$ cat config.mk
export PLATFORM = sky130hd
export DESIGN_NAME = dtc_top
export DESIGN_NICKNAME = d
export VERILOG_FILES = /design/src/dtc_pkg.sv /design/src/dtc_top.sv
export VERILOG_INCLUDE_DIRS = /design/src
export SDC_FILE = /design/constraint.sdc
export NUM_CORES = 1
export LEC_CHECK = 0
export BUFFER_PORTS_ARGS = -buffer_cell sky130_fd_sc_hd__buf_2
export CORE_ASPECT_RATIO = 0.9
export CORE_MARGIN = 2
export CORE_UTILIZATION = 60
export DETAILED_ROUTE_END_ITERATION = 12
export GPL_ROUTABILITY_DRIVEN = 0
export PLACE_DENSITY = 0.81
export SLEW_MARGIN = 20
export SYNTH_ARGS = -nofsm -noshare
export SYNTH_HDL_FRONTEND = slang
export SYNTH_SLANG_ARGS = --single-unit
$ cat constraint.sdc
create_clock -name sys_clk -period 3 [get_ports sys_clk]
set_clock_uncertainty 0.15 [all_clocks]
set_input_delay 0.9 -clock sys_clk [delete_from_list [all_inputs] [get_ports sys_clk]]
set_output_delay 0.9 -clock sys_clk [all_outputs]
set_load 0.01 [all_outputs]
$ cat src/dtc_params.svh
// Register addresses, field positions, reset values and timing counts
`ifndef DTC_PARAMS_SVH
`define DTC_PARAMS_SVH

// ----------------------------------------------------------------
// Register addresses
// ----------------------------------------------------------------
`define DTC_ADDR_CTL   8'h88
`define DTC_ADDR_MODE  8'h89
`define DTC_ADDR_LO0   8'h8A
`define DTC_ADDR_LO1   8'h8B
`define DTC_ADDR_HI0   8'h8C
`define DTC_ADDR_HI1   8'h8D

// ----------------------------------------------------------------
// Control/flag register bit positions
// ----------------------------------------------------------------
`define DTC_CTL_OVF1   7
`define DTC_CTL_RUN1   6
`define DTC_CTL_OVF0   5
`define DTC_CTL_RUN0   4
`define DTC_CTL_EDG1   3
`define DTC_CTL_TRG1   2
`define DTC_CTL_EDG0   1
`define DTC_CTL_TRG0   0

// ----------------------------------------------------------------
// Mode register fields (unit 1 in upper nibble)
// ----------------------------------------------------------------
`define DTC_MOD_QUAL   3
`define DTC_MOD_SRC    2
`define DTC_MOD_MHI    1
`define DTC_MOD_MLO    0
`define DTC_MOD_U1OFS  4

// ----------------------------------------------------------------
// Reset values and timing
// ----------------------------------------------------------------
`define DTC_CTL_RST    8'h00
`define DTC_MODE_RST   8'h00
`define DTC_CNT_RST    8'h00
`define DTC_MC_CLKS    3'h6

`endif

$ cat src/dtc_pkg.sv
// Types shared by the dual timer/counter unit
package dtc_pkg;

  // Operating modes in the order of their two-bit codes
  typedef enum logic [1:0] {
    DTC_M13,
    DTC_M16,
    DTC_M8AR,
    DTC_MSPLIT
  } dtc_mode_e;

  typedef logic [7:0] dtc_byte_t;

endpackage : dtc_pkg

$ cat src/dtc_top.sv
// Dual 16-bit timer/counter with shared mode and control/flag registers
//
// Contract
// RULE1: qualify bit gates counting by interrupt pin high
// RULE2: source bit picks machine cycles or count pin
// RULE3: two-bit field selects one of four modes
// RULE4: mode zero counts thirteen bits, prescaler five
// RULE5: wrap from all ones sets overflow flag
// RULE6: count passes when run and qualify allow
// RULE7: starting a unit never clears its count
// RULE8: mode one uses all sixteen bits
// RULE9: mode two reloads low byte from high
// RULE10: unit one in mode three stops
// RULE11: split mode: high byte uses unit one controls
// RULE12: unit one keeps supplying overflows during split
// RULE13: overflow flag cleared by acknowledge or software
// RULE14: software alone sets and clears run bits
// RULE15: edge flag set on edge, cleared likewise
// RULE16: trigger bit picks falling edge or level
// RULE17: timer counts once per six clocks
// RULE18: count pin falling edge counts next cycle
// RULE19: count source holds each level one cycle
// RULE20: acknowledge inputs clear flags same cycle

`include "dtc_params.svh"

module dtc_top (
  input  wire logic              sys_clk,
  input  wire logic              sys_rst,
  input  wire logic [7:0]        sfr_addr,
  input  wire logic              sfr_wr,
  input  wire logic              sfr_rd,
  input  wire dtc_pkg::dtc_byte_t sfr_wdata,
  output logic      [7:0]        sfr_rdata,
  input  wire logic              count_pin_0,
  input  wire logic              count_pin_1,
  input  wire logic              ext_irq_pin_0,
  input  wire logic              ext_irq_pin_1,
  input  wire logic              ack_ovf_0,
  input  wire logic              ack_ovf_1,
  input  wire logic              ack_ext_0,
  input  wire logic              ack_ext_1,
  output logic                   ovf_flag_0,
  output logic                   ovf_flag_1,
  output logic                   ext_edge_flag_0,
  output logic                   ext_edge_flag_1,
  output logic                   baud_ovf_pulse
);
  import dtc_pkg::*;

  // ----------------------------------------------------------------
  // Step function for one unit
  // ----------------------------------------------------------------
  // Returns {overflow, next high byte, next low byte}
  function automatic logic [16:0] dtc_step(
    input dtc_mode_e m,
    input logic [7:0] th,
    input logic [7:0] tl
  );
    logic [13:0] s13;
    logic [16:0] s16;
    logic [8:0]  s8;
    s13 = {1'b0, th, tl[4:0]} + 14'h0001;
    s16 = {1'b0, th, tl} + 17'h00001;
    s8  = {1'b0, tl} + 9'h001;
    case (m)
      DTC_M13: begin
        // Upper low-byte bits are left alone, not part of the count
        dtc_step = {s13[13], s13[12:5], tl[7:5], s13[4:0]}; // RULE4
      end
      DTC_M16: begin
        dtc_step = s16; // RULE8
      end
      DTC_M8AR: begin
        dtc_step = {s8[8], th, s8[8] ? th : s8[7:0]}; // RULE9
      end
      DTC_MSPLIT: begin
        dtc_step = {s8[8], th, s8[7:0]};
      end
      default: begin
        dtc_step = {1'b0, th, tl};
      end
    endcase
  endfunction : dtc_step

  // ----------------------------------------------------------------
  // State
  // ----------------------------------------------------------------
  logic [2:0] div_q, div_d;
  logic       tick;
  logic [1:0] smp_q, smp_d;
  logic [1:0] smp_prev_q, smp_prev_d;
  logic [1:0] irq_prev_q, irq_prev_d;
  logic [7:0] ctl_q, ctl_d;
  logic [7:0] mode_q, mode_d;
  logic [7:0] lo0_q, lo0_d, hi0_q, hi0_d;
  logic [7:0] lo1_q, lo1_d, hi1_q, hi1_d;
  logic [7:0] rdata_q, rdata_d;
  logic       bovf_q, bovf_d;

  // ----------------------------------------------------------------
  // Decoded controls
  // ----------------------------------------------------------------
  logic [1:0] pin_cnt, pin_irq;
  logic [1:0] run, qual, src, en, falln, inc;
  dtc_mode_e  m0, m1;
  logic [16:0] st0, st1;
  logic [8:0]  hs;

  assign pin_cnt = {count_pin_1, count_pin_0};
  assign pin_irq = {ext_irq_pin_1, ext_irq_pin_0};
  assign run     = {ctl_q[`DTC_CTL_RUN1], ctl_q[`DTC_CTL_RUN0]}; // RULE14
  assign m0      = dtc_mode_e'(mode_q[`DTC_MOD_MHI:`DTC_MOD_MLO]); // RULE3
  assign m1      = dtc_mode_e'(mode_q[`DTC_MOD_MHI + `DTC_MOD_U1OFS:
                                      `DTC_MOD_MLO + `DTC_MOD_U1OFS]);
  assign tick    = (div_q == `DTC_MC_CLKS - 3'h1); // RULE17

  // Per-unit gating and input selection
  genvar gi;
  generate
    for (gi = 0; gi < 2; gi++) begin : g_unit
      assign qual[gi]  = mode_q[`DTC_MOD_QUAL + 4 * gi];
      assign src[gi]   = mode_q[`DTC_MOD_SRC + 4 * gi];
      // Qualified units run only while the interrupt pin is high
      assign en[gi]    = run[gi] & (~qual[gi] | pin_irq[gi]); // RULE1 RULE6
      // Pin count uses samples from the two previous machine cycles
      assign falln[gi] = smp_prev_q[gi] & ~smp_q[gi]; // RULE18
      assign inc[gi]   = en[gi] & tick & (src[gi] ? falln[gi] : 1'b1); // RULE2
    end
  endgenerate

  assign st0 = dtc_step(m0, hi0_q, lo0_q);
  assign st1 = dtc_step(m1, hi1_q, lo1_q);
  // Split-mode high byte counts machine cycles under unit one's run bit
  assign hs  = {1'b0, hi0_q} + 9'h001;

  // ----------------------------------------------------------------
  // Machine-cycle divider and pin samplers: next state
  // ----------------------------------------------------------------
  // Pins are sampled once per machine cycle, so a level shorter than
  // six clocks may be missed entirely by the counter
  always_comb begin
    div_d      = tick ? 3'h0 : div_q + 3'h1;
    smp_d      = tick ? pin_cnt : smp_q;
    smp_prev_d = tick ? smp_q : smp_prev_q;
    irq_prev_d = pin_irq;
  end

  // Divider and samplers: registers
  always_ff @(posedge sys_clk or posedge sys_rst) begin
    if (sys_rst) begin
      div_q      <= 3'h0;
      smp_q      <= 2'h0;
      smp_prev_q <= 2'h0;
      irq_prev_q <= 2'h3;
    end else begin
      div_q      <= div_d;
      smp_q      <= smp_d;
      smp_prev_q <= smp_prev_d;
      irq_prev_q <= irq_prev_d;
    end
  end

  // ----------------------------------------------------------------
  // Counters, flags and register port: next state
  // ----------------------------------------------------------------
  // Order of precedence: counting, then software write, then
  // acknowledge clears, then hardware sets, so an event landing on
  // the clearing cycle is kept
  always_comb begin
    logic       wr_ctl;
    logic       set0, set1, bset;
    logic [1:0] edg;
    wr_ctl  = sfr_wr & (sfr_addr == `DTC_ADDR_CTL);
    set0    = 1'b0;
    set1    = 1'b0;
    bset    = 1'b0;
    edg     = irq_prev_q & ~pin_irq;
    ctl_d   = ctl_q;
    mode_d  = mode_q;
    lo0_d   = lo0_q;
    hi0_d   = hi0_q;
    lo1_d   = lo1_q;
    hi1_d   = hi1_q;
    rdata_d = rdata_q;

    // Unit 0 counting; split mode leaves its high byte to unit one
    if (inc[0]) begin
      lo0_d = st0[7:0];
      if (m0 != DTC_MSPLIT) begin
        hi0_d = st0[15:8];
      end
      set0 = st0[16]; // RULE5
    end
    if ((m0 == DTC_MSPLIT) && run[1] && tick) begin
      hi0_d = hs[7:0]; // RULE11
      set1  = hs[8]; // RULE11
    end

    // Unit 1 halts in its own split code, but its run bit still clocks the split high byte
    if (inc[1] && (m1 != DTC_MSPLIT)) begin // RULE10 RULE12
      lo1_d = st1[7:0];
      hi1_d = st1[15:8];
      bset  = st1[16];
      // Its flag belongs to the split high byte while unit 0 is split
      if (m0 != DTC_MSPLIT) begin
        set1 = st1[16]; // RULE5
      end
    end

    // Software writes; run bits change only here
    if (sfr_wr) begin
      case (sfr_addr)
        `DTC_ADDR_CTL:  ctl_d  = sfr_wdata; // RULE14 RULE7
        `DTC_ADDR_MODE: mode_d = sfr_wdata;
        `DTC_ADDR_LO0:  lo0_d  = sfr_wdata;
        `DTC_ADDR_HI0:  hi0_d  = sfr_wdata;
        `DTC_ADDR_LO1:  lo1_d  = sfr_wdata;
        `DTC_ADDR_HI1:  hi1_d  = sfr_wdata;
        default: begin
        end
      endcase
    end

    // Acknowledge clears the overflow flags in the same cycle
    if (ack_ovf_0) begin
      ctl_d[`DTC_CTL_OVF0] = 1'b0; // RULE13 RULE20
    end
    if (ack_ovf_1) begin
      ctl_d[`DTC_CTL_OVF1] = 1'b0; // RULE13 RULE20
    end
    if (set0) begin
      ctl_d[`DTC_CTL_OVF0] = 1'b1; // RULE13
    end
    if (set1) begin
      ctl_d[`DTC_CTL_OVF1] = 1'b1; // RULE13
    end

    // Edge mode latches a falling edge; level mode tracks a low pin
    if (ctl_q[`DTC_CTL_TRG0]) begin
      if (ack_ext_0) begin
        ctl_d[`DTC_CTL_EDG0] = 1'b0; // RULE15 RULE20
      end
      if (edg[0]) begin
        ctl_d[`DTC_CTL_EDG0] = 1'b1; // RULE15 RULE16
      end
    end else if (!wr_ctl) begin
      ctl_d[`DTC_CTL_EDG0] = ~pin_irq[0]; // RULE16
    end
    if (ctl_q[`DTC_CTL_TRG1]) begin
      if (ack_ext_1) begin
        ctl_d[`DTC_CTL_EDG1] = 1'b0; // RULE15 RULE20
      end
      if (edg[1]) begin
        ctl_d[`DTC_CTL_EDG1] = 1'b1; // RULE15 RULE16
      end
    end else if (!wr_ctl) begin
      ctl_d[`DTC_CTL_EDG1] = ~pin_irq[1]; // RULE16
    end

    // Read data is captured at the edge ending the read strobe cycle and shows one cycle later
    if (sfr_rd) begin
      case (sfr_addr)
        `DTC_ADDR_CTL:  rdata_d = ctl_q;
        `DTC_ADDR_MODE: rdata_d = mode_q;
        `DTC_ADDR_LO0:  rdata_d = lo0_q;
        `DTC_ADDR_HI0:  rdata_d = hi0_q;
        `DTC_ADDR_LO1:  rdata_d = lo1_q;
        `DTC_ADDR_HI1:  rdata_d = hi1_q;
        default:        rdata_d = 8'h00;
      endcase
    end
    bovf_d = bset; // RULE12
  end

  // Counters, flags and register port: registers
  always_ff @(posedge sys_clk or posedge sys_rst) begin
    if (sys_rst) begin
      ctl_q   <= `DTC_CTL_RST;
      mode_q  <= `DTC_MODE_RST;
      lo0_q   <= `DTC_CNT_RST;
      hi0_q   <= `DTC_CNT_RST;
      lo1_q   <= `DTC_CNT_RST;
      hi1_q   <= `DTC_CNT_RST;
      rdata_q <= 8'h00;
      bovf_q  <= 1'b0;
    end else begin
      ctl_q   <= ctl_d;
      mode_q  <= mode_d;
      lo0_q   <= lo0_d;
      hi0_q   <= hi0_d;
      lo1_q   <= lo1_d;
      hi1_q   <= hi1_d;
      rdata_q <= rdata_d;
      bovf_q  <= bovf_d;
    end
  end

  // ----------------------------------------------------------------
  // Outputs
  // ----------------------------------------------------------------
  assign sfr_rdata       = rdata_q;
  assign ovf_flag_0      = ctl_q[`DTC_CTL_OVF0];
  assign ovf_flag_1      = ctl_q[`DTC_CTL_OVF1];
  assign ext_edge_flag_0 = ctl_q[`DTC_CTL_EDG0];
  assign ext_edge_flag_1 = ctl_q[`DTC_CTL_EDG1];
  assign baud_ovf_pulse  = bovf_q;

endmodule : dtc_top

==> results.cfg, run 1 <==
[status]
run_status = finished clean

[grt]
grt_pass1_vias = 3666
grt_max_degree = 43
grt_pass1_wl_mm = 18.68
grt-ovfl-total = 0
track_usage = 0.3256
antenna_found_initial = 0

[layout]
drive_above_1_share = 0.1784
num_antenna_cells = 0
nets = 536
finalInstanceArea_um2 = 4548
syn_to_final_growth_pct = 11.43

[worst_setup_path]
timing.reg2reg.setup_slack_ps = 580
path_max_fanout = 12
crit_end = ctl_q[2]
end_kind = register
crit_type = input port to register
startpoint = sfr_addr[6]
crit_required_ps = 3070
crit-reg2reg-launch = lo1_q[0]
reg2reg_to = lo1_q[3]
cp-start-kind = input port
arrival_ps = 2540
r2r_cells = 7

[floorplan]
coreArea_um2 = 6586
die_h_um = 82.25
die_w_um = 90.94
dieArea_um2 = 7479
rows = 28
io_pins = 41
start_util = 0.6197

[sta]
fin_crit_ps = 2464
clock.fmax_mhz = 405.8
hold_viol_final = 0
worst_slack_ps = 535.8
period_share = 0.8214
rsz0062_at_grt = no
slew_violations = 0
worst_slew_pin_slew_ps = 581.0
final-setup-viol-count = 0
finalSetupTns_ps = 0
timing.slew.headroom = 0.6119

[route]
wl_per_cell_um = 19.11
ant_nets = 0
wl_mm = 11.47
drt_iter0_drc = 481
dr.pass1.iters = 5
via_per_inst = 6.548
vias = 3929
drc_errors = 0

[clock_network]
postCtsSetupRepairBufs = 0
cts_hold_buf = 0
tritoncts = yes
cts_sinks = 66
cts_resized = 0
clk_path_buf_depth = 2
clk_latency_ps = 340
path_clk_slew_ps = 70
cts_inserted_buffers = 9
htreeDepth = 3
clockRootBuffer = clkbuf_8

[hold_path]
hold_path.class = register to register

[yosys]
ys_ff_latch = 66
synth_commonest_cells = 64 x dfrtp_1, 51 x nor2_1, 43 x a21oi_1, 43 x nand2_1, 36 x o21ai_0
synth_top_area_share = 0.3924
synthCells = 467
synth-main-ff-cell = dfrtp_1
synth.area.top_cells = dfrtp_1 39%, a21oi_1 5.3%, nor2_1 4.7%
synth.most_common_cell = dfrtp_1
yosysTopAreaCell = dfrtp_1
synth_nets = 498
async_flop_share = 1.000
yosysSeqAreaShare = 0.4053
syn-cell-area_um2 = 4081
synth_edf_count = 0
synth_area_per_cell_um2 = 8.740
yosys_warnings = 0
synthDistinctLibCells = 55

[placed_design]
dp_hpwl_mm = 8.267
post_dp_cell_area_um2 = 4382
dp_slack_ps = 199.2
numPortBuffers = 40

[run]
cap_viol_max_count = 0

[power_and_ir_drop]
p_leak_uw = 0.001870
peakVddDrop_mv = 0.3419
powerDensity_nw_per_um2 = 424.2
-- flip-flops by register name, indices dropped and copies added (netlist names) --
signal / cells
div_q: 3
smp_prev_q: 2
ctl_q: 8
mode_q: 8
sfr_rdata: 8
smp_q: 2
baud_ovf_pulse: 1
irq_prev_q: 2
hi0_q: 8
lo0_q: 8
hi1_q: 8
lo1_q: 8
-- worst min-delay path by stage --
| stage | start | endpoint | slack [ps] | cells after the start |
|---|---|---|---|---|
| after floorplan | smp_prev_q[0] | smp_prev_q[0] | 320 | 1 |
| after global placement | smp_prev_q[1] | smp_prev_q[1] | 330 | 1 |
| after detailed placement | smp_prev_q[1] | smp_prev_q[1] | 340 | 1 |
| after CTS | smp_prev_q[1] | smp_prev_q[1] | 350 | 1 |
| after global routing | smp_prev_q[1] | smp_prev_q[1] | 370 | 1 |
| final | smp_prev_q[1] | smp_prev_q[1] | 350 | 1 |
-- cells by family after synthesis --
logic type	after synthesis	synth area share
xor gates and xnor gates	18	0.03863
AOI/OAI and AO/OA	143	0.2158
DFF	66	0.4053
buffers and inverters	40	0.04016
adders and majority gates	3	0.009198
and+or+nand+nor	167	0.2118
muxes	30	0.07909
-- final cells by class --
class	instances	area (µm²)
clock buffer	13	148.9
clock inverter	3	17.52
fill	565	2038
inverter	17	63.81
multi-input combinational	361	2263
sequential	66	1654
tap	90	112.6
timing repair buffer	50	287.8
-- cell usage in the layout (no fill, tap or decap), types with 5 or more instances in the layout --
| master | n |
|---|---|
| nand2_1 | 43 |
| inv_1 | 16 |
| clkbuf_8 | 10 |
| mux2_2 | 15 |
| and3_1 | 5 |
| a31oi_1 | 11 |
| mux2i_1 | 12 |
| xnor2_1 | 9 |
| buf_4 | 9 |
| nand3_1 | 13 |
| a21oi_1 | 43 |
| a22oi_1 | 14 |
| buf_2 | 40 |
| nor2_1 | 51 |
| nand4_1 | 12 |
| nor2b_1 | 7 |
| a21o_1 | 6 |
| xor2_1 | 9 |
| nor3_1 | 9 |
| o22ai_1 | 7 |
| dfrtp_1 | 64 |
| o2111ai_1 | 5 |
| o21ai_0 | 36 |
-- stage by stage --
stage | util | power [µW] | hold WS, ps | instances
after floorplan | - | 1186 | 322.6 | 467
final | 0.6905 | 1929 | 349.1 | 600
after detailed placement | 0.6653 | 1290 | 338.5 | 584
after CTS | 0.6905 | 1933 | 353.7 | 600
after global routing | 0.6905 | 2017 | 370.0 | 600
after global placement | 0.6653 | 1279 | 331.4 | 584
-- worst max-delay path: stages --
cell and delay (ps):
buf_2 100, nor4b_2 360, and3b_1 280, nand2_1 120, or3_4 440, mux2_1 340
-- report_power, final --
part / internal (µW) / switching (µW)
clock: 321 / 326
combinational: 102 / 129
sequential: 948 / 104
-- metal layers --
layer	track usage	share of wire	vias up
met1	0.4384	0.42	1843
met3	0.09437	0.11	43
met2	0.4911	0.43	257
li1	-	-	1786
met4	0.1530	0.039	0
met5	0	0	-
No activity file was read; power rests on OpenSTA's default activity.
==> run 2: changes to the inputs <==
--- a/config.mk
+++ b/config.mk
@@ -6,13 +6,14 @@
 export SDC_FILE = /design/constraint.sdc
 export NUM_CORES = 1
 export LEC_CHECK = 0
+export ABC_AREA = 1
 export BUFFER_PORTS_ARGS = -buffer_cell sky130_fd_sc_hd__buf_2
 export CORE_ASPECT_RATIO = 0.9
 export CORE_MARGIN = 2
-export CORE_UTILIZATION = 60
+export CORE_UTILIZATION = 55
 export DETAILED_ROUTE_END_ITERATION = 12
 export GPL_ROUTABILITY_DRIVEN = 0
-export PLACE_DENSITY = 0.81
+export PLACE_DENSITY = 0.77
 export SLEW_MARGIN = 20
 export SYNTH_ARGS = -nofsm -noshare
 export SYNTH_HDL_FRONTEND = slang
==> constraint.sdc (replaced) <==
create_clock -name sys_clk -period 2.2 [get_ports sys_clk]
set_clock_uncertainty 0.15 [all_clocks]
set_input_delay 0.66 -clock sys_clk [delete_from_list [all_inputs] [get_ports sys_clk]]
set_output_delay 0.66 -clock sys_clk [all_outputs]
set_load 0.01 [all_outputs]
==> results.cfg, run 2 <==
[power_and_ir_drop]
p_leak_uw = 0.002711
peakVddDrop_mv = 0.5102
p_int_uw = 2449
clkPwrFrac = 0.302
switching_power_uw = 1539
sw_frac_of_total = 0.3860
power.share.sequential = 0.423
powerDensity_nw_per_um2 = 748.0
combPwrFrac = 0.275

[worst_setup_path]
cpPeakStageDelay_ps = 450
timing.reg2reg.setup_slack_ps = 160
path_cells = inv_2, nand3_2, nor3_2, nand2_1, inv_1, o21ai_0, a21oi_1, nand2_1, nand2_1
crit-reg2reg-launch = div_q[1]
crit_type = register to register
reg2reg_to = lo1_q[3]
crit_end = lo1_q[3]
path_max_fanout = 7
r2r_cells = 9
end_kind = register
crit_family = simple AND/OR/NAND/NOR gates
startpoint = div_q[1]
cp.buffers_inverters = 2
arrival_ps = 2190
cp.depth = 9
critPathSlowestCell = dfrtp_1
cp-start-kind = register
crit_required_ps = 2350
crit_path_frequent_cell = nand2_1

[floorplan]
die_w_um = 100.7
dieArea_um2 = 9159
coreArea_um2 = 8107
die_h_um = 90.99
rows = 31
io_pins = 41
start_util = 0.5705

[status]
run_status = finished clean

[route]
dr.pass1.iters = 6
drc_errors = 0
ant_nets = 0
via_per_inst = 5.906
drt_iter0_drc = 641
vias = 5044
wl_mm = 14.65
wl_per_cell_um = 17.16

[clock_network]
cts_sinks = 66
cts_hold_buf = 0
clk_latency_ps = 370
htreeDepth = 3
clk_path_buf_depth = 2
cts_inserted_buffers = 9
tritoncts = yes
cts_resized = 0
clockRootBuffer = clkbuf_8
path_clk_slew_ps = 80

[yosys]
ys_ff_latch = 66
synth.most_common_cell = nand2_1
yosysSeqAreaShare = 0.3577
async_flop_share = 1.000
yosysTopAreaCell = dfrtp_1
yosys_warnings = 0
synthDistinctLibCells = 38
synth-main-ff-cell = dfrtp_1
synth_top_area_share = 0.3463
synth_edf_count = 0
syn-cell-area_um2 = 4624
synth_commonest_cells = 206 x nand2_1, 80 x inv_1, 67 x nor2_1
synthCells = 681
synth_nets = 712
synth_area_per_cell_um2 = 6.791
synth.area.top_cells = dfrtp_1 35%, nand2_1 17%, inv_1 6.5%

[layout]
final_common_cell = nand2_1
num_antenna_cells = 0
final_cell_mix = 206 x nand2_1, 79 x inv_1, 67 x nor2_1
syn_to_final_growth_pct = 15.29
drive_above_1_share = 0.1801
nets = 781
final_util = 0.6577

[sta]
worst_slack_ps = 164.4
clock.fmax_mhz = 491.3
worst_slew_pin_slew_ps = 420.7
rsz0062_at_grt = no
hold_viol_final = 0
final-setup-viol-count = 0
slew_violations = 0
period_share = 0.9253
fin_crit_ps = 2036
timing.slew.headroom = 0.7174

[placed_design]
numPortBuffers = 40
dp_slack_ps = -14.59
dp_hpwl_mm = 11.03

[grt]
grt-ovfl-total = 0
grt_pass1_wl_mm = 23.60
grt_max_degree = 67
track_usage = 0.3329
grt_pass1_vias = 4778
antenna_found_initial = 0

[hold_path]
hold_path.class = input port to async pin

[run]
cap_viol_max_count = 0
## run 2: changes by cell type in the layout (fill, tap and decap cells not counted), moves of 12 or more
cell / change
buf_4: +18
inv_1: +63
mux2_2: -15
mux2i_1: -12
nand2_1: +163
nand3_1: +28
nor2_1: +16
o21ai_0: +20
## run 2: worst reg2reg max path, cell delays in order (launching register included)
cell,delay (ps)
dfrtp_1,450
inv_2,70
nand3_2,160
nor3_2,190
nand2_1,220
inv_1,240
o21ai_0,170
a21oi_1,190
nand2_1,70
nand2_1,60
## run 2: cells by family after synthesis
logic type / Yosys count / synth area share
AOI/OAI and AO/OA: 129 / 0.1526
xor gates and xnor gates: 9 / 0.01705
buffers and inverters: 101 / 0.08847
and+or+nand+nor: 373 / 0.3761
DFF: 66 / 0.3577
adders and majority gates: 3 / 0.008118
## run 2: power by group through the flow
stage | clock [µW] | combinational (µW) | sequential (µW)
6_report | 1200 | 1100 | 1690
5_1_grt | 1250 | 1230 | 1700
4_1_cts | 1210 | 1060 | 1670
3_5_place_dp | 0 | 1050 | 1700
2_1_floorplan | 0 | 765 | 1600
3_3_place_gp | 0 | 1030 | 1680
## run 2: worst min-delay path by stage
stage	endpoint	from	slack, ps	depth (start not counted)
global placement	sfr_rdata[4]	sfr_rdata[4]	310	2
floorplan	smp_prev_q[0]	smp_prev_q[0]	300	2
detailed placement	sfr_rdata[3]	sfr_rdata[3]	330	2
CTS	div_q[0]	sys_rst	250	3
finish	ctl_q[0]	sys_rst	220	3
global route	ctl_q[1]	sys_rst	260	3
## run 2: through the flow
stage,hold slack [ps],instance area [µm²],cells,total power [µW],TNS [ps]
detailed placement,325.4,5100,837,2744,-19.89
CTS,250.6,5324,853,3944,0
global placement,313.9,5100,837,2710,0
floorplan,303.4,4628,681,2370,0
global route,257.3,5331,854,4183,0
finish,222.5,5331,854,3988,0
## run 2: layer usage
metal  vias up  wire [µm]  share of wire  global-route usage
met3        56       1827           0.12             0.08314
met5         -          0              0                   0
met4         0        565          0.039              0.1221
met1      2301       5836           0.40              0.4564
li1       2346          -              -                   -
met2       341       6422           0.44              0.5078
## run 2: timing repair
item | in CTS | in global routing
endpoints found under the setup margin | 0 | 1
hold endpoints to repair | 0 | 0
buffers inserted | 0 | 1
## run 2: cell type report
| class | instances | area (µm²) |
|---|---|---|
| inverter | 91 | 345.3 |
| sequential | 66 | 1654 |
| timing repair buffer | 68 | 422.9 |
| tap | 99 | 123.9 |
| clock buffer | 9 | 123.9 |
| multi-input combinational | 514 | 2561 |
| clock inverter | 7 | 100.1 |
| fill | 748 | 2775 |
